**src/design/split_result_pkg.sv**
```systemverilog
/*
  Package for the split result register bank: register offsets, field
  positions, reset values and the carrier structs.
  Assumes one core clock and an 8-bit register address space.
*/
package split_result_pkg;

  // ---------------------------------------------------------------------
  // Register offsets
  // ---------------------------------------------------------------------
  localparam logic [7:0] OFS_STATUS_ONE      = 8'h00;
  localparam logic [7:0] OFS_STATUS_TWO      = 8'h01;
  localparam logic [7:0] OFS_RESERVED_A      = 8'h02;
  localparam logic [7:0] OFS_LOW_GROUP0      = 8'h03;
  localparam logic [7:0] OFS_LOW_GROUP1      = 8'h04;
  localparam logic [7:0] OFS_LOW_GROUP2      = 8'h05;
  localparam logic [7:0] OFS_HIGH_SUPPLY     = 8'h06;
  localparam logic [7:0] OFS_HIGH_ONCHIP     = 8'h07;
  localparam logic [7:0] OFS_HIGH_REMOTE     = 8'h08;
  localparam logic [7:0] OFS_HIGH_INPUT2     = 8'h09;
  localparam logic [7:0] OFS_SETUP_ONE       = 8'h18;
  localparam logic [7:0] OFS_SETUP_TWO       = 8'h19;
  localparam logic [7:0] OFS_SETUP_THREE     = 8'h1a;
  localparam logic [7:0] OFS_MASK_ONE        = 8'h1d;
  localparam logic [7:0] OFS_MASK_TWO        = 8'h1e;
  localparam logic [7:0] OFS_ONCHIP_TRIM     = 8'h1f;
  localparam logic [7:0] OFS_REMOTE_TRIM     = 8'h20;
  localparam logic [7:0] OFS_REMOTE_UPPER    = 8'h27;
  localparam logic [7:0] OFS_REMOTE_LOWER    = 8'h28;

  // ---------------------------------------------------------------------
  // Reset values
  // ---------------------------------------------------------------------
  localparam logic [7:0] RST_ZERO            = 8'h00;
  localparam logic [7:0] RST_REMOTE_UPPER    = 8'hff;

  // ---------------------------------------------------------------------
  // Field positions
  // ---------------------------------------------------------------------
  localparam int         STAT1_REMOTE_HIGH   = 2;
  localparam int         STAT1_REMOTE_LOW    = 3;
  localparam int         SETUP1_ALERT_POL    = 3;
  localparam logic [1:0] CH_SUPPLY           = 2'h0;
  localparam logic [1:0] CH_ONCHIP           = 2'h1;
  localparam logic [1:0] CH_REMOTE           = 2'h2;
  localparam logic [1:0] CH_INPUT2           = 2'h3;
  localparam int         LOW_POS_EVEN_CH     = 2;
  localparam int         LOW_POS_ODD_CH      = 0;
  localparam int         NUM_CH              = 4;
  localparam int         NUM_GROUPS          = 2;

  // ---------------------------------------------------------------------
  // Carrier structs
  // ---------------------------------------------------------------------
  typedef struct packed {
    logic       rd;
    logic       wr;
    logic [7:0] addr;
    logic [7:0] wdata;
  } reg_req_s;

  typedef struct packed {
    logic       valid;
    logic [1:0] chan;
    logic [9:0] value;
  } conv_s;

endpackage

```
**src/design/group_lock.sv**
```systemverilog
/*
  Freeze tracker for the high-bits registers, one flag per low-bits group.
  Assumes read strobes are one-cycle pulses on core_clk.
*/
`timescale 1ns/1ps
module group_lock
  import split_result_pkg::*;
(
  input  wire logic                  core_clk,
  input  wire logic                  srst,
  input  wire logic                  ce,
  input  wire logic [NUM_GROUPS-1:0] low_read,
  input  wire logic [NUM_GROUPS-1:0] high_read,
  output logic      [NUM_GROUPS-1:0] locked
);

  logic [NUM_GROUPS-1:0] lock_q;

  // A high read of a frozen group releases it; a low read freezes it.
  always_ff @(posedge core_clk) begin
    if (srst) begin
      lock_q <= '0;
    end else if (ce) begin
      lock_q <= (lock_q & ~high_read) | low_read;
    end
  end

  assign locked = lock_q;

endmodule // group_lock

```
**src/design/limit_check.sv**
```systemverilog
/*
  Window comparison of one 10-bit result against 8-bit limits.
  Assumes limits weigh the same as the upper eight result bits.
*/
`timescale 1ns/1ps
module limit_check (
  input  wire logic [9:0] result,
  input  wire logic [7:0] upper,
  input  wire logic [7:0] lower,
  output logic            above,
  output logic            at_or_below
);

  // Upper limit uses greater-than, lower limit less-than-or-equal.
  assign above       = (result[9:2] > upper);
  assign at_or_below = (result[9:2] <= lower);

endmodule // limit_check

```
**src/design/split_result_bank.sv**
```systemverilog
/*
  Register bank of the monitor: results split into high and low parts,
  freeze on low-bits reads, status flags, masks, limits and alert output.
  Assumes a register port on core_clk carrying one-cycle read and write
  strobes and a conversion port delivering one result per valid pulse.
*/
`timescale 1ns/1ps
module split_result_bank
  import split_result_pkg::*;
(
  input  wire logic       core_clk,
  input  wire logic       srst,
  input  wire logic       ce,
  input  wire reg_req_s   reg_req,
  output logic      [7:0] reg_rdata,
  input  wire conv_s      conv,
  output logic            alert_out
);

  // ---------------------------------------------------------------------
  // Helpers
  // ---------------------------------------------------------------------
  function automatic int low_pos(input logic [1:0] ch);
    return ch[0] ? LOW_POS_ODD_CH : LOW_POS_EVEN_CH;
  endfunction

  function automatic logic is_high_addr(input logic [7:0] a);
    return (a >= OFS_HIGH_SUPPLY) && (a <= OFS_HIGH_INPUT2);
  endfunction

  // ---------------------------------------------------------------------
  // State
  // ---------------------------------------------------------------------
  logic [9:0]            live_q   [NUM_CH];
  logic [7:0]            high_q   [NUM_CH];
  logic [7:0]            low_q    [NUM_GROUPS];
  logic [7:0]            status_one_q;
  logic [7:0]            status_two_q;
  logic [7:0]            setup_one_q;
  logic [7:0]            setup_two_q;
  logic [7:0]            setup_three_q;
  logic [7:0]            mask_one_q;
  logic [7:0]            mask_two_q;
  logic [7:0]            onchip_trim_q;
  logic [7:0]            remote_trim_q;
  logic [7:0]            remote_upper_q;
  logic [7:0]            remote_lower_q;
  logic [7:0]            rdata_q;
  logic                  alert_q;
  logic [NUM_GROUPS-1:0] low_read;
  logic [NUM_GROUPS-1:0] high_read;
  logic [NUM_GROUPS-1:0] locked;
  logic [1:0]            rd_ch;
  logic                  remote_above;
  logic                  remote_below;
  logic                  set_high;
  logic                  set_low;
  logic                  rd_status_one;
  logic                  rd_status_two;
  logic [9:0]            conv_value;

  assign conv_value = conv.value;
  assign rd_ch      = reg_req.addr[1:0] - OFS_HIGH_SUPPLY[1:0];

  // ---------------------------------------------------------------------
  // Read decode for the freeze tracker
  // ---------------------------------------------------------------------
  always_comb begin
    low_read  = '0;
    high_read = '0;
    if (reg_req.rd) begin
      if (reg_req.addr == OFS_LOW_GROUP0) begin
        low_read[0] = 1'h1;
      end
      if (reg_req.addr == OFS_LOW_GROUP1) begin
        low_read[1] = 1'h1;
      end
      // A high read only releases; it never freezes anything.
      if (is_high_addr(reg_req.addr)) begin
        high_read[rd_ch[1]] = 1'h1;
      end
    end
  end

  group_lock u_group_lock (
    .core_clk  (core_clk),
    .srst      (srst),
    .ce        (ce),
    .low_read  (low_read),
    .high_read (high_read),
    .locked    (locked)
  );

  // ---------------------------------------------------------------------
  // Result storage
  // ---------------------------------------------------------------------
  // Live copies keep the newest result even while the high byte is frozen.
  always_ff @(posedge core_clk) begin
    if (srst) begin
      for (int i = 0; i < NUM_CH; i++) begin
        live_q[i] <= '0;
      end
    end else if (ce && conv.valid) begin
      live_q[conv.chan] <= conv.value;
    end
  end

  // High bytes follow the live copy unless their group is frozen.
  always_ff @(posedge core_clk) begin
    if (srst) begin
      for (int i = 0; i < NUM_CH; i++) begin
        high_q[i] <= RST_ZERO;
      end
    end else if (ce) begin
      for (int i = 0; i < NUM_CH; i++) begin
        if (!locked[i/2]) begin
          high_q[i] <= live_q[i][9:2];
        end
      end
    end
  end

  // Low bits are never frozen.
  always_ff @(posedge core_clk) begin
    if (srst) begin
      for (int g = 0; g < NUM_GROUPS; g++) begin
        low_q[g] <= RST_ZERO;
      end
    end else if (ce && conv.valid) begin
      low_q[conv.chan[1]][low_pos(conv.chan) +: 2]
        <= conv.value[1:0];
    end
  end

  // ---------------------------------------------------------------------
  // Configuration registers
  // ---------------------------------------------------------------------
  always_ff @(posedge core_clk) begin
    if (srst) begin
      setup_one_q    <= RST_ZERO;
      setup_two_q    <= RST_ZERO;
      setup_three_q  <= RST_ZERO;
      mask_one_q     <= RST_ZERO;
      mask_two_q     <= RST_ZERO;
      onchip_trim_q  <= RST_ZERO;
      remote_trim_q  <= RST_ZERO;
      remote_upper_q <= RST_REMOTE_UPPER;
      remote_lower_q <= RST_ZERO;
    end else if (ce && reg_req.wr) begin
      case (reg_req.addr)
        OFS_SETUP_ONE:    setup_one_q    <= reg_req.wdata;
        OFS_SETUP_TWO:    setup_two_q    <= reg_req.wdata;
        OFS_SETUP_THREE:  setup_three_q  <= reg_req.wdata;
        OFS_MASK_ONE:     mask_one_q     <= reg_req.wdata;
        OFS_MASK_TWO:     mask_two_q     <= reg_req.wdata;
        OFS_ONCHIP_TRIM:  onchip_trim_q  <= reg_req.wdata;
        OFS_REMOTE_TRIM:  remote_trim_q  <= reg_req.wdata;
        OFS_REMOTE_UPPER: remote_upper_q <= reg_req.wdata;
        OFS_REMOTE_LOWER: remote_lower_q <= reg_req.wdata;
        default: ;
      endcase
    end
  end

  // ---------------------------------------------------------------------
  // Limit comparison and status flags
  // ---------------------------------------------------------------------
  limit_check u_remote_limit (
    .result      (conv.value),
    .upper       (remote_upper_q),
    .lower       (remote_lower_q),
    .above       (remote_above),
    .at_or_below (remote_below)
  );

  assign set_high = conv.valid && (conv.chan == CH_REMOTE) && remote_above
                    && !mask_one_q[STAT1_REMOTE_HIGH];
  assign set_low  = conv.valid && (conv.chan == CH_REMOTE) && remote_below
                    && !mask_one_q[STAT1_REMOTE_LOW];
  assign rd_status_one = reg_req.rd && (reg_req.addr == OFS_STATUS_ONE);
  assign rd_status_two = reg_req.rd && (reg_req.addr == OFS_STATUS_TWO);

  // Flags clear on read; a violation in the same cycle wins.
  always_ff @(posedge core_clk) begin
    if (srst) begin
      status_one_q <= RST_ZERO;
    end else if (ce) begin
      if (rd_status_one) begin
        status_one_q <= RST_ZERO;
      end
      if (set_high) begin
        status_one_q[STAT1_REMOTE_HIGH] <= 1'h1;
      end
      if (set_low) begin
        status_one_q[STAT1_REMOTE_LOW] <= 1'h1;
      end
    end
  end

  // No channel of this bank reports into the second status register.
  always_ff @(posedge core_clk) begin
    if (srst) begin
      status_two_q <= RST_ZERO;
    end else if (ce && rd_status_two) begin
      status_two_q <= RST_ZERO;
    end
  end

  // ---------------------------------------------------------------------
  // Alert output
  // ---------------------------------------------------------------------
  always_ff @(posedge core_clk) begin
    if (srst) begin
      alert_q <= 1'h0;
    end else if (ce) begin
      alert_q <= ((|status_one_q) || (|status_two_q))
                 ? setup_one_q[SETUP1_ALERT_POL]
                 : !setup_one_q[SETUP1_ALERT_POL];
    end
  end

  assign alert_out = alert_q;

  // ---------------------------------------------------------------------
  // Read data
  // ---------------------------------------------------------------------
  always_ff @(posedge core_clk) begin
    if (srst) begin
      rdata_q <= RST_ZERO;
    end else if (ce && reg_req.rd) begin
      case (reg_req.addr)
        OFS_STATUS_ONE:   rdata_q <= status_one_q;
        OFS_STATUS_TWO:   rdata_q <= status_two_q;
        OFS_LOW_GROUP0:   rdata_q <= low_q[0];
        OFS_LOW_GROUP1:   rdata_q <= low_q[1];
        OFS_HIGH_SUPPLY:  rdata_q <= high_q[CH_SUPPLY];
        OFS_HIGH_ONCHIP:  rdata_q <= high_q[CH_ONCHIP];
        OFS_HIGH_REMOTE:  rdata_q <= high_q[CH_REMOTE];
        OFS_HIGH_INPUT2:  rdata_q <= high_q[CH_INPUT2];
        OFS_SETUP_ONE:    rdata_q <= setup_one_q;
        OFS_SETUP_TWO:    rdata_q <= setup_two_q;
        OFS_SETUP_THREE:  rdata_q <= setup_three_q;
        OFS_MASK_ONE:     rdata_q <= mask_one_q;
        OFS_MASK_TWO:     rdata_q <= mask_two_q;
        OFS_ONCHIP_TRIM:  rdata_q <= onchip_trim_q;
        OFS_REMOTE_TRIM:  rdata_q <= remote_trim_q;
        OFS_REMOTE_UPPER: rdata_q <= remote_upper_q;
        OFS_REMOTE_LOWER: rdata_q <= remote_lower_q;
        default:          rdata_q <= RST_ZERO;
      endcase
    end
  end

  assign reg_rdata = rdata_q;
endmodule // split_result_bank

```
**config.mk**
```make
export PLATFORM = sky130hd
export DESIGN_NAME = split_result_bank
export DESIGN_NICKNAME = d
export VERILOG_FILES = /design/src/design/split_result_pkg.sv /design/src/design/group_lock.sv /design/src/design/limit_check.sv /design/src/design/split_result_bank.sv
export SDC_FILE = /design/constraint.sdc
export NUM_CORES = 1
export LEC_CHECK = 0
export ABC_AREA = 1
export BUFFER_PORTS_ARGS = -buffer_cell sky130_fd_sc_hd__buf_2
export CORE_MARGIN = 2
export CORE_UTILIZATION = 61
export CTS_CLUSTER_DIAMETER = 40
export DETAILED_ROUTE_END_ITERATION = 8
export GPL_TIMING_DRIVEN = 1
export PLACE_DENSITY = 0.84
export SYNTH_ARGS = -nofsm -noshare
export SYNTH_HDL_FRONTEND = slang
export SYNTH_HIERARCHICAL = 1
export SYNTH_SLANG_ARGS = --single-unit
```
**constraint.sdc**
```tcl
create_clock -name core_clk -period 2.31 [get_ports core_clk]
set_input_delay 0.231 -clock core_clk [delete_from_list [all_inputs] [get_ports core_clk]]
set_output_delay 0.231 -clock core_clk [all_outputs]
set_load 0.01 [all_outputs]
```
* Word-level counts from Yosys, hierarchy flattened *
Memories as Yosys holds them, arrays and structs flattened.
Cells that the tools add are included.
Widths: inputs -> output; s select.

word-level totals
  register bits = 85
  memory bits (writable) = 88
  bits of input ports = 34
  output and inout port bits = 9
  word-level logic and storage cells = 118
  memories = 3

cells by class
  add/sub/neg operators = 2
  order comparisons = 6
  eq/ne operators = 16
  shifts and indexed selects = 2
  muxes and demuxes = 37
  bitwise gates (word level) = 7
  reduce and logical (&&, ||, !) cells = 31

memory list
  memory  words  bits a word  rd ports  clocked after Yosys merged registers in  wr ports  line                     source
  live_q  4      10           4         0                                        4         split_result_bank.sv:34  logic [9:0] live_q [NUM_CH];
  high_q  4      8            4         0                                        4         split_result_bank.sv:35  logic [7:0] high_q [NUM_CH];
  low_q   2      8            2         0                                        2         split_result_bank.sv:36  logic [7:0] low_q [NUM_GROUPS];

operators with widths
  cell                    count
  $pmux 8 s16             1
  $mux 8                  7
  $eq 8x5->1 const B      6
  $neg 2->33              1
  $shift 2x33->8 const A  1
  $shiftx 2x33->8         1
  $eq 8x3->1 const B      3
  $eq 8x6->1 const B      3
  $reduce_and 2->1        11
  $mux 1                  21
  $eq 8x4->1 const B      2
  $logic_and 1x1->1       11
  $mux 10                 1
  $mux 2                  5
  $reduce_or 10->1        1
  $eq 8x2->1 const B      1
  $ge 8x3->1 const B      1
  $gt 8x8->1              1
  $le 8x4->1 const B      1
  $le 8x8->1              1
  $logic_not 8->1         1
  $reduce_or 8->1         1
  $mux 4                  1
  $or 1x1->1              4
  11 further kinds        14

* Longest topological paths before layout *
  depth after elaboration = 10
  depth in mapped cells = 13
  gate-level depth less buffers = 13

* Cells and area by module *
Netlist, hierarchy kept.

modules (own cells, without submodules)
  module             times used  cells an instance  area an instance (um^2)  seq. area each (um^2)
  split_result_bank  1           883                6977.9                   3823.7
  limit_check        1           68                 421.7                    0.0
  group_lock         1           10                 72.6                     40.0

* Worst setup path before layout *
No wires, ideal clock.

  path type = input -> register
  start point = input ce
  end point = memory high_q[0][0] (enable)
  library setup time = 0.411 ns
  arrival time = 1.629 ns
  data required time = 1.899 ns
  setup slack = 0.270 ns
  cell stages on the path = 3
  buffers on the path = 1
  path through = buf_2 > inv_1 > o21ai_0

RTL lines
  what                line                     source
  start: declaration  split_result_bank.sv:13  input wire logic ce,
  end: declaration    split_result_bank.sv:35

* Worst setup path after layout *
  start point = register remote_upper_q[1]
  end point = register status_one_q[2]

between the ends
  word-level cells in the longest chain between the ends = 5
  elaborated cells between the ends (all ways) = 6
  those cells by class = order compare: 1; mux: 1; reduce/logical: 4

RTL lines
  what                                line                      source
  start: declaration                  split_result_bank.sv:46   logic [7:0] remote_upper_q;
  start signal: assignment            split_result_bank.sv:158  OFS_REMOTE_UPPER: remote_upper_q <= reg_req.wdata;
  $gt 8x8->1 *                        limit_check.sv:15         assign above = (result[9:2] > upper);
  net remote_above                    split_result_bank.sv:54   logic remote_above;
  $logic_and 1x1->1 *                 split_result_bank.sv:176  assign set_high = conv.valid && (conv.chan == CH_REMOTE) && remote_above
  $logic_and 1x1->1 *                 split_result_bank.sv:177  && !mask_one_q[STAT1_REMOTE_HIGH];
  $reduce_bool 2->1 (no source line)  --
  $reduce_and 2->1 (no source line)   --
  end signal: assignment              split_result_bank.sv:186  status_one_q <= RST_ZERO;
  end signal: assignment              split_result_bank.sv:189  status_one_q <= RST_ZERO;
  end signal: indexed assignment      split_result_bank.sv:192  status_one_q[STAT1_REMOTE_HIGH] <= 1'h1;
  end: declaration                    split_result_bank.sv:37   logic [7:0] status_one_q;

The timed path passes the listed nets; every way through them passes the cells marked *.
A chain may end at the register's enable or synchronous reset.

==> impl_metrics.prom <==
# TYPE chip_impl_metric gauge
chip_impl_metric{name="grt_first_pass_wirelength",unit="mm"} 29.44
chip_impl_metric{name="timing.clock.skew",unit="ns"} 0.009056
chip_impl_info{name="outcome",value="finished clean"} 1
chip_impl_metric{name="antenna_viol_nets_final",unit=""} 0
chip_impl_metric{name="fp.dieW",unit="microns"} 114.7
chip_impl_metric{name="n_antenna_cell",unit=""} 0
chip_impl_metric{name="final_nets",unit=""} 1046
chip_impl_metric{name="synth_compound_gate_area_share",unit="%"} 10.48
chip_impl_info{name="worst-setup-path-type",value="flop to flop"} 1
chip_impl_metric{name="mappedNetlistArea",unit="sq um"} 7472
chip_impl_metric{name="pwr_density_cell",unit="nW/um^2"} 723.1
chip_impl_metric{name="dpl_worst_slack",unit="ns"} 0.3533
chip_impl_metric{name="p_int",unit="W"} 0.004579
chip_impl_metric{name="ir_worst_vdd",unit="mV"} 0.5024
chip_impl_metric{name="combPwrFrac",unit="%"} 5.7
chip_impl_metric{name="first_global_vias",unit=""} 5833
chip_impl_metric{name="finalSetupViolCount",unit=""} 0
chip_impl_metric{name="detailedRoute.firstIterationViolations",unit=""} 872
chip_impl_info{name="timing.critical_path.mode_cell",value="sky130_fd_sc_hd__nand2_1"} 1
chip_impl_metric{name="synthesis.area_per_instance",unit="sq um"} 7.775
chip_impl_metric{name="grt_util_all_layers",unit="%"} 29.75
chip_impl_metric{name="htreeDepth",unit=""} 4
chip_impl_metric{name="cp.required",unit="ns"} 2.67
chip_impl_metric{name="synth-adder-area-share",unit="%"} 2.679
chip_impl_metric{name="yosys-mux-area-fraction",unit="%"} 0
chip_impl_metric{name="synthesis.yosys.warnings",unit=""} 6
chip_impl_info{name="crit_path_cell_trace",value="inv_1, ha_1, nand2_1, nand2_1, nand2_1, nand2_1, nand2_1, a21oi_1, nand2_1, nor2_1, nand2_1, a21oi_1"} 1
chip_impl_metric{name="gp_routability_congestion",unit=""} 0.9153
chip_impl_metric{name="antenna_found_initial",unit=""} 0
chip_impl_metric{name="share_of_post_route_cells_with_drive_strength_above_1",unit="%"} 10.42
chip_impl_metric{name="synth_xor_xnor_area_share",unit="%"} 0.1172
chip_impl_metric{name="power.switching",unit="W"} 0.001465
chip_impl_info{name="min-delay-path-class",value="input pin to flop"} 1
chip_impl_metric{name="ys_ff_latch",unit=""} 157
chip_impl_metric{name="post-dp-hpwl",unit="mm"} 13.20
chip_impl_metric{name="cpPeakStageDelay",unit="ns"} 0.38
chip_impl_info{name="synth_area_leader_cell",value="sky130_fd_sc_hd__edfxtp_1"} 1
chip_impl_metric{name="synthSimpleGateAreaFrac",unit="%"} 25.37
chip_impl_metric{name="worstMarginPinSlew",unit="ns"} 0.5902
chip_impl_metric{name="core_outline_area",unit="sq um"} 11960
chip_impl_metric{name="synth.distinct_cells",unit=""} 26
chip_impl_metric{name="critical_path.max_fanout",unit=""} 3
chip_impl_metric{name="insertion_delay",unit="ns"} 0.43
chip_impl_metric{name="sequential_area_share_after_synthesis",unit="%"} 51.71
chip_impl_info{name="ctsRootBufferMaster",value="sky130_fd_sc_hd__clkbuf_16"} 1
chip_impl_info{name="synth_top_family_by_area",value="simple AND/OR/NAND/NOR gates"} 1
chip_impl_metric{name="clock-sinks",unit=""} 157
chip_impl_metric{name="post-layout-total-power",unit="W"} 0.006043
chip_impl_metric{name="drt-pass1-iter-count",unit=""} 5
chip_impl_metric{name="slew_headroom",unit="%"} 60.50
chip_impl_info{name="start_kind",value="flop"} 1
chip_impl_metric{name="fp.dieArea",unit="sq um"} 13150
chip_impl_metric{name="finalCriticalPeriod",unit="ns"} 1.854
chip_impl_metric{name="row_count",unit=""} 40
chip_impl_metric{name="timing.fmax",unit="MHz"} 539.2
chip_impl_metric{name="postRouteWirelength",unit="mm"} 18.60
chip_impl_metric{name="floorplan.initialDensity",unit="%"} 62.47
chip_impl_metric{name="sequentialPowerShare",unit="%"} 50.1
chip_impl_info{name="clock_tree_from_tritoncts",value="done"} 1
chip_impl_metric{name="power_leakage",unit="nW"} 3.718
chip_impl_metric{name="n_fill_cell",unit=""} 907
chip_impl_metric{name="num_vias",unit=""} 6456
chip_impl_metric{name="final-max-slew-violation-count",unit=""} 0
chip_impl_metric{name="cts.hold.buffers_added",unit=""} 0
chip_impl_info{name="critical-path-slowest-cell",value="sky130_fd_sc_hd__dfxtp_1"} 1
chip_impl_info{name="rsz0062_at_grt",value="no"} 1
chip_impl_metric{name="placedCellCount",unit=""} 1124
chip_impl_metric{name="least_setup_slack_across_all_paths_after_layout",unit="ns"} 0.4556
chip_impl_metric{name="finish.cell_count_without_fillers",unit=""} 1155
chip_impl_metric{name="post_drt_wl_per_cell",unit="microns"} 16.10
chip_impl_metric{name="gr-total-overflow",unit=""} 0
chip_impl_metric{name="fin_setup_tns",unit="ns"} 0
chip_impl_metric{name="pin_count",unit=""} 43
chip_impl_metric{name="ctsLongestPathBuffers",unit=""} 2
chip_impl_metric{name="drc",unit=""} 0
chip_impl_metric{name="port_buffers",unit=""} 42
chip_impl_metric{name="synth.net_count",unit=""} 1011
chip_impl_info{name="crit_end_category",value="flop"} 1
chip_impl_metric{name="cts_made_buffers",unit=""} 17
chip_impl_metric{name="postSynthCellCount",unit=""} 961
chip_impl_metric{name="syn2layout_area_growth",unit="%"} 11.84
chip_impl_metric{name="swShare",unit="%"} 24.23
chip_impl_metric{name="post_cts_buffers",unit=""} 0
chip_impl_metric{name="final_hold_viol_count",unit=""} 0
chip_impl_metric{name="yosys.area.top_type_share",unit="%"} 28.94
chip_impl_metric{name="worst_ep_arrival_time",unit="ns"} 2.22
chip_impl_metric{name="cap_viol_max_count",unit=""} 0
chip_impl_metric{name="ctsResizeCount",unit=""} 0
chip_impl_metric{name="post_drt_via_cell_ratio",unit=""} 5.590
chip_impl_metric{name="fin_crit_sh",unit="%"} 80.28
chip_impl_metric{name="floorplan.die.height",unit="microns"} 114.7
chip_impl_metric{name="power.share.clock",unit="%"} 44.2
chip_impl_info{name="synthTopCellsByArea",value="sky130_fd_sc_hd__edfxtp_1 29%, sky130_fd_sc_hd__dfxtp_1 23%, sky130_fd_sc_hd__nand2_1 8.7%"} 1
chip_impl_metric{name="clkSlewWorstSetupHoldPaths",unit="ns"} 0.06
chip_impl_metric{name="largest_net_degree_at_the_start_of_global_routing",unit=""} 66
==> routing by layer <==
layer  GRT usage [%]  share of wire (%)
met1           41.12                 43
met5               0                  0
met2           44.46                 44
met3           8.258                9.4
met4           11.95                3.2
==> critical path, delay by kind of cell (launching register included) <==
kind	cells	cell delay, ns
fa+ha+maj	1	0.29
simple gates	8	0.64
buf+inv	1	0.06
flops	1	0.38
compound gates	2	0.41
==> path summary, 6_finish.rpt <==
| path | endpoint | start | cells past startpoint | slack (ns) |
|---|---|---|---|---|
| worst max-delay path | status_one_q[2] | remote_upper_q[1] | 12 | 0.46 |
| worst min-delay path | u_group_lock/locked[0] | ce | 3 | 0.15 |
| worst max register to register | status_one_q[2] | remote_upper_q[1] | 12 | 0.46 |
| worst min register to register | onchip_trim_q[2] | onchip_trim_q[2] | 2 | 0.45 |
==> layout by cell type (no fill, tap or decap), types with 2 or more instances in the layout <==
master                       Yosys  layout
sky130_fd_sc_hd__nor2_4          1       2
sky130_fd_sc_hd__nor2_1        139     139
sky130_fd_sc_hd__nand4_1         2       2
sky130_fd_sc_hd__nand3_1       116     116
sky130_fd_sc_hd__buf_2          18      42
sky130_fd_sc_hd__inv_6           0       4
sky130_fd_sc_hd__inv_8           0       2
sky130_fd_sc_hd__nand2_1       173     173
sky130_fd_sc_hd__nor2_2          9       8
sky130_fd_sc_hd__nand3_2         4       4
sky130_fd_sc_hd__o21ai_1         4       6
sky130_fd_sc_hd__inv_2           4       4
sky130_fd_sc_hd__clkinv_1        0       2
sky130_fd_sc_hd__a21oi_1        78      78
sky130_fd_sc_hd__inv_1         142     141
sky130_fd_sc_hd__dfxtp_1        85      85
sky130_fd_sc_hd__ha_1           16      16
sky130_fd_sc_hd__edfxtp_1       72      72
sky130_fd_sc_hd__buf_4           1      13
sky130_fd_sc_hd__clkbuf_16       0      17
sky130_fd_sc_hd__clkinvlp_4      0       4
sky130_fd_sc_hd__o21ai_0        68      66
sky130_fd_sc_hd__nor4_1          2       2
==> cells by family (layout without fill, tap and decap cells) <==
logic type,Yosys count,in the layout
AND/OR/NAND/NOR,448,448
buffers and inverters,185,232
flip-flops,157,157
AO/OA/AOI/OAI,154,154
adder cells (fa/ha/maj),16,16
XOR/XNOR,1,1
==> power by group through the flow <==
| stage | Clock, W | Combinational (W) | Sequential, W |
|---|---|---|---|
| after floorplan | 0 | 0.000201 | 0.00307 |
| after detailed placement | 0 | 0.000334 | 0.00308 |
| after CTS | 0.00268 | 0.000338 | 0.00302 |
| after global routing | 0.00280 | 0.000379 | 0.00303 |
| after global placement | 0 | 0.000323 | 0.00308 |
| final | 0.00267 | 0.000345 | 0.00303 |
==> synth_stat cells (all sizes together) <==
cell     instances
nand2          174
nor2           149
inv            146
nand3          120
dfxtp           85
a21oi           78
edfxtp          72
o21ai           72
clkbuf          20
buf             19
ha              16
nand4            2
nor4             2
a21o             1
nor3             1
o2111ai          1
o21a             1
o21bai           1
xor2             1
==> stage by stage <==
stage	utilization (%)	hold slack (ns)	area (sq um)
finish	69.86	0.1458	8357
global route	69.86	0.1597	8357
CTS	69.86	0.1366	8357
detailed placement	65.18	0.4364	7796
global placement	65.18	0.4323	7796
floorplan	-	0.3001	7472
==> area by class of cell <==
type	count	area, sq um	share of cell area, %
clock buffers	17	425.4	5.091
clock inverters	14	135.1	1.617
inverters	146	548.0	6.558
multi-input cells	619	2893	34.62
flip-flops and latches	157	3864	46.23
well taps	147	183.9	2.201
repair buffers	55	307.8	3.683
==> state kept, by name (all words and copies together) (netlist names) <==
signal,cells
high_q,32
live_q,32
low_q,8
mask_one_q,8
mask_two_q,8
onchip_trim_q,8
reg_rdata,8
remote_lower_q,8
remote_trim_q,8
remote_upper_q,8
setup_one_q,8
setup_three_q,8
setup_two_q,8
status_one_q,2
u_group_lock/locked,2
alert_out,1
Note: power is estimated with default switching activity, not from simulation.
